## src/pkg/wcp_defs.vh

```
// constants for the watchdog change-protection block
`ifndef WCP_DEFS_VH
`define WCP_DEFS_VH

// ----------------------------------------------------------------------
// register byte offsets
// ----------------------------------------------------------------------
`define WCP_CTRL_OFS     12'h000
`define WCP_STAT_OFS     12'h004
`define WCP_IRQ_STAT_OFS 12'h008
`define WCP_IRQ_EN_OFS   12'h00c
`define WCP_IRQ_CLR_OFS  12'h010
`define WCP_FLAG_OFS     12'h014
`define WCP_KICK_OFS     12'h018

// ----------------------------------------------------------------------
// control register fields
// ----------------------------------------------------------------------
`define WCP_SEL0_BIT     0
`define WCP_SEL1_BIT     1
`define WCP_SEL2_BIT     2
`define WCP_EN_BIT       3
`define WCP_CHG_BIT      4
`define WCP_SEL3_BIT     5
`define WCP_IRQEN_BIT    6
`define WCP_TOIRQ_BIT    7

// ----------------------------------------------------------------------
// event bits (status, enable, clear)
// ----------------------------------------------------------------------
`define WCP_EV_TO_IRQ    0
`define WCP_EV_TO_RST    1
`define WCP_EV_REFUSED   2
`define WCP_EV_WIDTH     3

// ----------------------------------------------------------------------
// reset values and timing
// ----------------------------------------------------------------------
`define WCP_SEL_RST      4'h0
`define WCP_EV_RST       3'h0
`define WCP_WIN_CYCLES   3'h4
`define WCP_SEL_MAX      4'h9
`define WCP_BASE_TICKS   24'h000800
`define WCP_RST_PULSE    4'h8

`endif

```

## src/verilog/wcp_watchdog_ctrl.v

```verilog
// watchdog control register with timed change protection, apb slave
`timescale 1ns/1ps
`default_nettype none
`include "wcp_defs.vh"

module wcp_watchdog_ctrl
(
  // clock and reset
  input  wire        ref_clk,
  input  wire        reset_n,
  // apb slave
  input  wire        psel,
  input  wire        penable,
  input  wire        pwrite,
  input  wire [11:0] paddr,
  input  wire [31:0] pwdata,
  output reg  [31:0] prdata,
  output reg         pready,
  output reg         pslverr,
  // configuration and watchdog side
  input  wire        safetyLevel2,
  input  wire        oscTick,
  output reg         watchdogReset,
  output reg         irq
);

  // --------------------------------------------------------------------
  // state
  // --------------------------------------------------------------------
  reg        levelTwoReg;
  reg        levelCapturedReg;
  reg        enableReg;
  reg        irqEnableReg;
  reg        chgEnableReg;
  reg [2:0]  windowReg;
  reg [3:0]  selReg;
  reg        resetFlagReg;
  reg        toIrqFlagReg;
  reg [2:0]  evStatReg;
  reg [2:0]  evEnReg;
  reg [3:0]  rstPulseReg;

  // decoded bus terms and combinational helpers
  wire       wrStrobe;
  wire       rdStrobe;
  wire       expired;
  wire       effEnable;
  wire       running;
  wire       kick;
  wire [3:0] wrSel;
  wire       wrEn;
  wire       wrChg;
  wire       wrIrqEn;
  wire       unlocked;
  wire       ctrlWrite;
  wire       toIrqEv;
  wire       toRstEv;
  reg        refusedEv;
  reg [2:0]  evSet;
  reg [2:0]  evClr;
  reg [31:0] rdValue;
  reg        addrOk;

  // apb access phase, single-wait answer through registered pready
  assign wrStrobe  = psel && penable && pwrite && !pready;
  assign rdStrobe  = psel && penable && !pwrite && !pready;
  assign ctrlWrite = wrStrobe && (paddr == `WCP_CTRL_OFS);
  assign kick      = wrStrobe && (paddr == `WCP_KICK_OFS);

  // written control fields
  assign wrSel   = {pwdata[`WCP_SEL3_BIT], pwdata[`WCP_SEL2_BIT],
                    pwdata[`WCP_SEL1_BIT], pwdata[`WCP_SEL0_BIT]};
  assign wrEn    = pwdata[`WCP_EN_BIT];
  assign wrChg   = pwdata[`WCP_CHG_BIT];
  assign wrIrqEn = pwdata[`WCP_IRQEN_BIT];
  assign unlocked = chgEnableReg && !wrChg;

  // level 2 reads enable as one; level 1 enable overridden by reset flag
  assign effEnable = levelTwoReg | enableReg | resetFlagReg;
  assign running   = effEnable | irqEnableReg;

  // --------------------------------------------------------------------
  // timeout counter
  // --------------------------------------------------------------------
  wcp_timeout_counter u_counter
  (
    .ref_clk   (ref_clk),
    .reset_n   (reset_n),
    .run       (running),
    .kick      (kick),
    .periodSel (selReg),
    .oscTick   (oscTick),
    .expired   (expired)
  );

  // timeout action: interrupt if enabled, else reset
  assign toIrqEv = expired && irqEnableReg;
  assign toRstEv = expired && !irqEnableReg && effEnable;

  // --------------------------------------------------------------------
  // safety level capture and control register
  // --------------------------------------------------------------------
  // level latched once after reset release
  always @(posedge ref_clk or negedge reset_n)
  begin
    if (!reset_n)
    begin
      levelTwoReg      <= 1'b0;
      levelCapturedReg <= 1'b0;
    end
    else if (!levelCapturedReg)
    begin
      levelTwoReg      <= safetyLevel2;
      levelCapturedReg <= 1'b1;
    end
  end

  // refused change detection
  always @*
  begin
    refusedEv = 1'b0;
    if (ctrlWrite && !unlocked && !wrChg)
    begin
      if (levelTwoReg && (wrSel != selReg))
        refusedEv = 1'b1;
      if (!levelTwoReg && enableReg && !wrEn)
        refusedEv = 1'b1;
    end
  end

  // control fields, change window
  always @(posedge ref_clk or negedge reset_n)
  begin
    if (!reset_n)
    begin
      enableReg    <= 1'b0;
      irqEnableReg <= 1'b0;
      chgEnableReg <= 1'b0;
      windowReg    <= 3'h0;
      selReg       <= `WCP_SEL_RST;
    end
    else
    begin
      // window closes by itself
      if (chgEnableReg)
      begin
        if (windowReg == 3'h1)
          chgEnableReg <= 1'b0;
        windowReg <= windowReg - 3'h1;
      end
      // interrupt enable auto-cleared on timeout when enable set
      if (toIrqEv && effEnable)
        irqEnableReg <= 1'b0;
      // software write; a fresh opening write restarts the window
      if (ctrlWrite)
      begin
        irqEnableReg <= wrIrqEn;
        if (wrChg && wrEn)
        begin
          chgEnableReg <= 1'b1;
          windowReg    <= `WCP_WIN_CYCLES;
          enableReg    <= 1'b1;
        end
        else if (unlocked)
        begin
          chgEnableReg <= 1'b0;
          windowReg    <= 3'h0;
          selReg       <= wrSel;
          if (!levelTwoReg)
            enableReg <= wrEn;
        end
        else
        begin
          if (!levelTwoReg && wrEn)
            enableReg <= 1'b1;
          if (!levelTwoReg)
            selReg <= wrSel;
        end
      end
    end
  end

  // --------------------------------------------------------------------
  // reset flag, reset pulse, events
  // --------------------------------------------------------------------
  // event set terms and write-one-to-clear terms
  always @*
  begin
    evSet = 3'h0;
    evSet[`WCP_EV_TO_IRQ]  = toIrqEv;
    evSet[`WCP_EV_TO_RST]  = toRstEv;
    evSet[`WCP_EV_REFUSED] = refusedEv;
    evClr = 3'h0;
    if (wrStrobe && (paddr == `WCP_IRQ_CLR_OFS))
      evClr = pwdata[2:0];
  end

  // sticky status, enables, reset flag and registered outputs
  always @(posedge ref_clk or negedge reset_n)
  begin
    if (!reset_n)
    begin
      resetFlagReg  <= 1'b0;
      toIrqFlagReg  <= 1'b0;
      evStatReg     <= `WCP_EV_RST;
      evEnReg       <= `WCP_EV_RST;
      rstPulseReg   <= 4'h0;
      watchdogReset <= 1'b0;
      irq           <= 1'b0;
    end
    else
    begin
      // set wins over clear
      evStatReg <= (evStatReg & ~evClr) | evSet;
      if (wrStrobe && (paddr == `WCP_IRQ_EN_OFS))
        evEnReg <= pwdata[2:0];
      // reset flag: set on timeout reset, cleared by writing zero
      if (toRstEv)
        resetFlagReg <= 1'b1;
      else if (wrStrobe && (paddr == `WCP_FLAG_OFS) && !pwdata[0])
        resetFlagReg <= 1'b0;
      if (toIrqEv)
        toIrqFlagReg <= 1'b1;
      else if (ctrlWrite && pwdata[`WCP_TOIRQ_BIT])
        toIrqFlagReg <= 1'b0;
      // reset output stretched over several cycles
      if (toRstEv)
        rstPulseReg <= `WCP_RST_PULSE;
      else if (rstPulseReg != 4'h0)
        rstPulseReg <= rstPulseReg - 4'h1;
      watchdogReset <= toRstEv || (rstPulseReg > 4'h1);
      irq <= |(((evStatReg & ~evClr) | evSet) & evEnReg);
    end
  end

  // --------------------------------------------------------------------
  // apb read and answer
  // --------------------------------------------------------------------
  // read mux; unmapped offsets read zero and answer with an error
  always @*
  begin
    rdValue = 32'h00000000;
    addrOk  = 1'b1;
    case (paddr)
      `WCP_CTRL_OFS:
      begin
        rdValue[`WCP_SEL0_BIT]  = selReg[0];
        rdValue[`WCP_SEL1_BIT]  = selReg[1];
        rdValue[`WCP_SEL2_BIT]  = selReg[2];
        rdValue[`WCP_SEL3_BIT]  = selReg[3];
        rdValue[`WCP_EN_BIT]    = effEnable;
        rdValue[`WCP_CHG_BIT]   = chgEnableReg;
        rdValue[`WCP_IRQEN_BIT] = irqEnableReg;
        rdValue[`WCP_TOIRQ_BIT] = toIrqFlagReg;
      end
      `WCP_STAT_OFS:     rdValue[2:0] = {levelTwoReg, running, resetFlagReg};
      `WCP_IRQ_STAT_OFS: rdValue[2:0] = evStatReg;
      `WCP_IRQ_EN_OFS:   rdValue[2:0] = evEnReg;
      `WCP_IRQ_CLR_OFS:  rdValue = 32'h00000000;
      `WCP_FLAG_OFS:     rdValue[0] = resetFlagReg;
      `WCP_KICK_OFS:     rdValue = 32'h00000000;
      default:           addrOk = 1'b0;
    endcase
  end

  // one wait state: pready follows the first access cycle, for one cycle
  always @(posedge ref_clk or negedge reset_n)
  begin
    if (!reset_n)
    begin
      pready  <= 1'b0;
      pslverr <= 1'b0;
      prdata  <= 32'h00000000;
    end
    else
    begin
      pready  <= psel && penable && !pready;
      pslverr <= psel && penable && !pready && !addrOk;
      if (rdStrobe)
        prdata <= rdValue;
    end
  end

endmodule // wcp_watchdog_ctrl
`default_nettype wire

```

## src/verilog/wcp_timeout_counter.v

```verilog
// watchdog timeout counter with selectable period
`timescale 1ns/1ps
`default_nettype none
`include "wcp_defs.vh"

module wcp_timeout_counter
(
  // clock and reset
  input  wire        ref_clk,
  input  wire        reset_n,
  // control
  input  wire        run,
  input  wire        kick,
  input  wire [3:0]  periodSel,
  input  wire        oscTick,
  // result
  output reg         expired
);

  reg  [23:0] countReg;
  reg  [23:0] limit;
  wire [3:0]  selUsed;

  // reserved codes fall back to the longest valid setting
  assign selUsed = (periodSel > `WCP_SEL_MAX) ? `WCP_SEL_MAX : periodSel;

  // limit is 2K oscillator ticks doubled per code step
  always @*
  begin
    limit = `WCP_BASE_TICKS << selUsed;
  end

  // count oscillator ticks while running; pulse on reaching the limit
  always @(posedge ref_clk or negedge reset_n)
  begin
    if (!reset_n)
    begin
      countReg <= 24'h000000;
      expired  <= 1'b0;
    end
    else
    begin
      expired <= 1'b0;
      if (!run || kick)
        countReg <= 24'h000000;
      else if (oscTick)
      begin
        if (countReg + 24'h000001 >= limit)
        begin
          countReg <= 24'h000000;
          expired  <= 1'b1;
        end
        else
          countReg <= countReg + 24'h000001;
      end
    end
  end

endmodule // wcp_timeout_counter
`default_nettype wire

```

## config.mk

```make
export PLATFORM = sky130hd
export DESIGN_NAME = wcp_watchdog_ctrl
export DESIGN_NICKNAME = d
export VERILOG_FILES = /design/src/verilog/wcp_watchdog_ctrl.v /design/src/verilog/wcp_timeout_counter.v
export VERILOG_INCLUDE_DIRS = /design/src /design/src/pkg
export SDC_FILE = /design/constraint.sdc
export NUM_CORES = 1
export LEC_CHECK = 0
export ABC_CLOCK_PERIOD_IN_PS = 9000
export BUFFER_PORTS_ARGS = -buffer_cell sky130_fd_sc_hd__buf_2
export CAP_MARGIN = 10
export CELL_PAD_IN_SITES_DETAIL_PLACEMENT = 1
export CELL_PAD_IN_SITES_GLOBAL_PLACEMENT = 1
export CORE_ASPECT_RATIO = 0.6
export CORE_MARGIN = 4
export CORE_UTILIZATION = 44
export CTS_CLUSTER_DIAMETER = 40
export DETAILED_ROUTE_END_ITERATION = 8
export PLACE_DENSITY_LB_ADDON = 0.1
export SLEW_MARGIN = 25
export SYNTH_ARGS = -nofsm -noshare
export SYNTH_HDL_FRONTEND = slang
export SYNTH_SLANG_ARGS = --single-unit
```

## constraint.sdc

```tcl
create_clock -name ref_clk -period 9 [get_ports ref_clk]
set_input_delay 0.9 -clock ref_clk [delete_from_list [all_inputs] [get_ports ref_clk]]
set_output_delay 0.9 -clock ref_clk [all_outputs]
set_load 0.02 [all_outputs]
```

==> results of run 1 <==
-- worst paths after layout --
check / endpoint / slack [ps] / depth (start not counted)
worst min register to register: prdata[7]$_DFFE_PN0P_ / 470 / 2
worst max register to register: u_counter.countReg[8]$_DFFE_PN0P_ / 4600 / 12
max in group asynchronous: selReg[3]$_DFFE_PN0P_ / 7720 / 2
worst min-delay path: prdata[7]$_DFFE_PN0P_ / 470 / 2
worst max-delay path: u_counter.countReg[8]$_DFFE_PN0P_ / 4600 / 12
min in group asynchronous: u_counter.countReg[23]$_DFFE_PN0P_ / 750 / 2
-- layer usage --
layer / vias up / GRT usage (%)
met5: - / 0
met4: 0 / 5.85
met3: 9 / 5.78
met2: 77 / 31.4
met1: 1688 / 32.7
li1: 1643 / -
-- through the flow --
stage	power, µW	std cells	hold WS [ps]
after global placement	621	592	450
final	993	608	466
after CTS	1000	608	476
after floorplan	567	481	444
after global routing	1060	608	515
after detailed placement	636	592	464
-- cells by family after synthesis --
family	share of synthesized area, %
AOI/OAI and AO/OA	14.3
xor gates and xnor gates	3.72
adders and majority gates	5.95
buffers and inverters	8.48
DFF	38.2
muxes	3.10
other	0.188
and+or+nand+nor	26.1
-- layout by cell type (no fill, tap or decap), types with 3 or more instances in the layout --
cell type and n:
o21ai_1 7, or3_1 5, o21ai_0 14, o21a_1 3, nor3_2 3, xor2_1 4, nor2b_1 4, nand2_1 66
o211ai_1 9, conb_1 28, nor3_1 10, nand4_1 7, inv_1 21, a21oi_1 16, buf_2 38, a22oi_1 3
xnor2_1 13, clkinv_2 3, or2_2 4, clkbuf_16 9, ha_1 19, a31oi_1 15, nor2_1 32, nand4b_1 5
mux2_2 11, nand3b_1 5, nand2b_1 5, clkbuf_8 3, dfrtp_1 61, nand3_1 31
-- where the power goes --
part           leakage [µW]  internal, µW  switching, µW
sequential         0.000786           317           48.6
clock              0.000158           235            123
combinational       0.00107          99.5            170
total               0.00201           652            341
-- worst max-delay path: cells and delay by family (launching register included) --
kind | cells | cell delay [ps]
and+or+nand+nor | 6 | 1920
AOI/OAI and AO/OA | 4 | 1390
adders and majority gates | 2 | 560
DFF | 1 | 410
-- final cells by class --
type,instances,area [µm²]
clock buffers,12,267
fillers,1031,4190
inverters,21,78.8
clock inverters,4,45.0
flip-flops and latches,61,1530
well taps,112,140
repair buffers,40,205
multi-input cells,358,2230
-- state kept, by name, summed over array words and instances (netlist names), 3 cells and up --
signal              cells
u_counter.countReg     24
selReg                  4
evEnReg                 3
prdata                  8
evStatReg               3
windowReg               3
rstPulseReg             4
==> reports/summary.txt, run 1 <==
outcome - completed
Final Setup Violations - 0
area leader, netlist - dfrtp_1
Cell Chain, Critical Path - ha_1, nand4_1, nor4_2, nand4_1, and2_1, or2_2, ha_1, a21o_1, a21oi_1, a31o_2, nand2_1, o311ai_1
crit share post-route - 48.9%
DIE AREA - 0.0107 mm²
Post-Synthesis Cells - 455
Die X - 131 µm
Largest stage delay, worst path - 650 ps
Seq/Total Area, Yosys - 38.2%
kind of start point of the critical path - flop
post-synthesis register bit count - 61
Starting DRT DRC Count - 190
final instance area - 0.00450 mm²
Worst Tran Pin Value - 820 ps
clk sink count - 61
cts bufs inserted - 9
# port buffers - 38
arrival time worst endpoint - 4630 ps
Site Rows - 26
HP Start - prdata[7]$_DFFE_PN0P_
metal3 WL - 594 µm
DR WL/cell - 18.0 µm
vias in the first global route - 3466
largest net degree at the start of global routing - 62
Worst slew margin - 43.9%
Mean Syn Cell Area - 8.79 µm²
GPL Wtd Cong - 0.806
pre-CTS setup slack - 4690 ps
final hold vios - 0
Total Wirelength - 11000 µm
Clock Skew - 3.64 ps
Max Used Layer - met4
unrepaired setup endpoints after global routing - no
met1 WL - 5600 µm
H-tree levels - 3
Root Buffer - clkbuf_16
hpwl dp - 8000 µm
post-route setup slack - 4600 ps
share of cells above drive strength 1 - 17.7%
asr flop ratio synth - 100%
Antenna Diode Count - 0
Crit Path Class - reg -> reg
R2R Path Start - u_counter.countReg[0]$_DFFE_PN0P_
first-pass GRT wire length - 18100 µm
worst-path maximum fanout - 34
minimum clock period - 4400 ps
clock latency on the worst-skew pair - 330 ps
top-area cell type share of the netlist area - 38.2%
die extent in y - 81.8 µm
first-pass iteration count of the detailed router - 4
CTS Hold Buffers Added - 0
Main synth FF type - dfrtp_1
Post-synth EDFFs - 0
Global Route Usage Sum - 22.0%
setup TNS - 0 ps
power per standard cell area - 221 mW/mm²
Layout area overhead - 12.5%
required time worst endpoint - 9230 ps
cts repair resizes - 0
ANT nets after route - 0
Crit. Startpoint - u_counter.countReg[0]$_DFFE_PN0P_
Cell Area, Synth - 0.00400 mm²
Crit-path slowest cell - a31o_2
synth warn - 0
Vias - 3417
post-layout net count - 561
Worst VDD drop - 0.000119 V
Max Freq - 227 MHz
I/O Pins - 87
Crit. End Element - flop
core area - 0.00869 mm²
Clock Path Buffers - 2
post-CTS setup buffer count - 0
CTS tree - built
Min-Delay Path Class - reg -> reg
max-capacitance violation count - 0
grt ovf - 0
Starting Density - 46.0%
initial antenna violation count - 0
Area after DPL - 0.00418 mm²
max-slew violations - 0
Worst-path clk slew - 50 ps
top post-synthesis cells by area - dfrtp_1, nand2_1, ha_1
count leader, synth - nand2_1
total leakage power - 0.00201 µW
Vias per Instance - 5.62
Yosys cell types - 58
Post-synth top cells - nand2_1, dfrtp_1, nor2_1
met2 routed WL - 4650 µm
Residual DRC - 0
final core occ - 51.8%
Note: power is estimated with default switching activity, not from simulation.
==> inputs of run 2 (changes only) <==
Settings changed: ABC_CLOCK_PERIOD_IN_PS 9000 to 4150, CORE_UTILIZATION 44 to 41.
Clock period 9 ns to 4.15 ns, I/O delays scaled along.
==> run 2 against run 1 <==
Compared with the run above:
- hold slack worse by 380 ps
- clock skew is 6.0 ps higher
- first-iteration DRC count is 20% lower
- register-to-register slack worse by 4200 ps
- global-route usage fell by 1.5 points
- critical path depth is 1 higher
- fmax grew 17%
- non-clock buffer count grew 3
- die area up 6.7%
- combinational power grew 120%
- wire length grew 2.3%
- core utilization decreased by 2.6 points
- critical path type unchanged
- critical endpoint unchanged
==> reports/summary.txt, run 2 (same netlist as run 1, synthesis figures left out) <==
crit share post-route - 90.3% (+41 points)
die extent in y - 84.5 µm (+3.2%)
clk sink count - 61 (unchanged)
I/O Pins - 87 (unchanged)
commonest cells after routing, fill and taps aside - nand2_1, dfrtp_1, buf_2
Tot Pwr - 2310 µW (+130%)
Starting Density - 42.9% (-3.1 points)
arrival time worst endpoint - 3980 ps (-650 ps)
Worst Tran Pin Value - 876 ps (+56.5 ps)
outcome - completed
grt ovf - 0 (unchanged)
core area - 0.00932 mm² (+7.3%)
Vias per Instance - 5.39 (-4.0%)
Starting DRT DRC Count - 152 (-20%)
clock latency on the worst-skew pair - 340 ps (about the same)
final hold vios - 0 (unchanged)
max-capacitance violation count - 0 (unchanged)
Layout area overhead - 14.7%
Site Rows - 27 (+3.8%)
H-tree levels - 3 (unchanged)
Clock Skew - 9.66 ps (+6.01 ps)
largest net degree at the start of global routing - 36 (-42%)
minimum clock period - 3750 ps (-654 ps)
max-slew violations - 0 (unchanged)
commonest non-fill, non-tap cell in the layout - nand2_1
Crit Path Class - reg -> reg
Worst slew margin - 40.1% (-3.9 points)
CTS Hold Buffers Added - 0 (unchanged)
Min-Delay Path Class - in -> async
Antenna Diode Count - 0 (unchanged)
unrepaired setup endpoints after global routing - no
top flop regs - u_counter.countReg: 24 flops, prdata: 8 flops
Residual DRC - 0 (unchanged)
worst-path maximum fanout - 11 (-68%)
Die X - 135 µm (+3.4%)
post-CTS setup buffer count - 0 (unchanged)
Total Wirelength - 11200 µm (+2.3%)
Vias - 3392 (-0.73%)
first-pass GRT wire length - 18400 µm (+1.7%)
# port buffers - 38 (unchanged)
total leakage power - 0.00204 µW (+1.5%)
post-layout net count - 564 (+0.53%)
Root Buffer - clkbuf_16
initial antenna violation count - 0 (unchanged)
cts bufs inserted - 9 (unchanged)
Max Freq - 267 MHz (+17%)
power per standard cell area - 503 mW/mm² (+130%)
R2R Setup Slk - 400 ps (-4200 ps)
GPL Wtd Cong - 0.819 (+1.6%)
post-route setup slack - 401 ps (-4200 ps)
Worst-path clk slew - 60 ps (about the same)
Crit. End Element - flop
first-pass iteration count of the detailed router - 4 (unchanged)
DIE AREA - 0.0114 mm² (+6.7%)
share of cells above drive strength 1 - 17.8% (+0.094 points)
largest register by flop count - u_counter.countReg
required time worst endpoint - 4380 ps (-4850 ps)
hpwl dp - 8430 µm (+5.4%)
vias in the first global route - 3536 (+2.0%)
cts repair resizes - 0 (unchanged)
DR WL/cell - 17.8 µm (-1.1%)
max reg flops - 24 (unchanged)
kind of start point of the critical path - flop
CTS tree - built
ANT nets after route - 0 (unchanged)
Clock Path Buffers - 2 (unchanged)
pre-CTS setup slack - 416 ps (-4280 ps)
Worst VDD drop - 0.000252 V (+110%)
setup TNS - 0 ps (unchanged)
Final Setup Violations - 0 (unchanged)
Global Route Usage Sum - 20.5% (-1.5 points)
==> run 2: cell count changes in the layout (fill, tap and decap cells not counted), sizes merged <==
cell    delta
buf        +3
bufinv     +2
clkbuf     +1
clkinv     -3
==> run 2: critical path, cell delays in order (launching register included) <==
cell	delay (ps)
dfrtp_1	400
ha_1	240
nand4_1	220
nor4_2	210
buf_4	180
nand4_1	120
and2_1	200
or2_2	310
ha_1	310
a21o_1	180
a21oi_1	190
a31o_2	340
nand2_1	340
o311ai_1	370
==> run 2: per-stage QoR <==
step                utilization, %  instances  hold slack (ps)  area, µm²
floorplan                        -        481              119       4100
global route                  49.2        629              132       4590
CTS                           49.2        629              105       4590
detailed placement            45.3        613              470       4230
global placement              45.3        613              450       4230
finish                        49.2        629             89.1       4590
==> run 2: final timing paths <==
check / startpoint / endpoint / depth (start not counted)
min in group ref_clk: pwdata[6] / irqEnableReg$_DFFE_PN0P_ / 3
min reg2reg: prdata[7]$_DFFE_PN0P_ / prdata[7]$_DFFE_PN0P_ / 2
max: u_counter.countReg[0]$_DFFE_PN0P_ / u_counter.countReg[8]$_DFFE_PN0P_ / 13
max in group asynchronous: reset_n / pslverr$_DFF_PN0_ / 2
max reg2reg: u_counter.countReg[0]$_DFFE_PN0P_ / u_counter.countReg[8]$_DFFE_PN0P_ / 13
min: reset_n / u_counter.countReg[6]$_DFFE_PN0P_ / 1
==> run 2: layout make-up <==
class	instances	area, µm²
fillers	1128	4740
multi-input cells	358	2230
flip-flops and latches	61	1530
clock buffers	13	270
repair buffers	43	228
well taps	130	163
clock inverters	3	90.1
inverters	21	78.8
==> run 2: report_power, final <==
part           internal [µW]  switching (µW)
combinational            224             375
clock                    636             280
sequential               687             104
==> run 2: layer usage <==
layer | up-vias | track usage [%] | share of wire (%)
li1 | 1637 | - | -
met1 | 1669 | 31.2 | 53
met2 | 76 | 28.8 | 42
met3 | 10 | 4.79 | 4.7
met4 | 0 | 5.67 | 0.88
met5 | - | 0 | 0
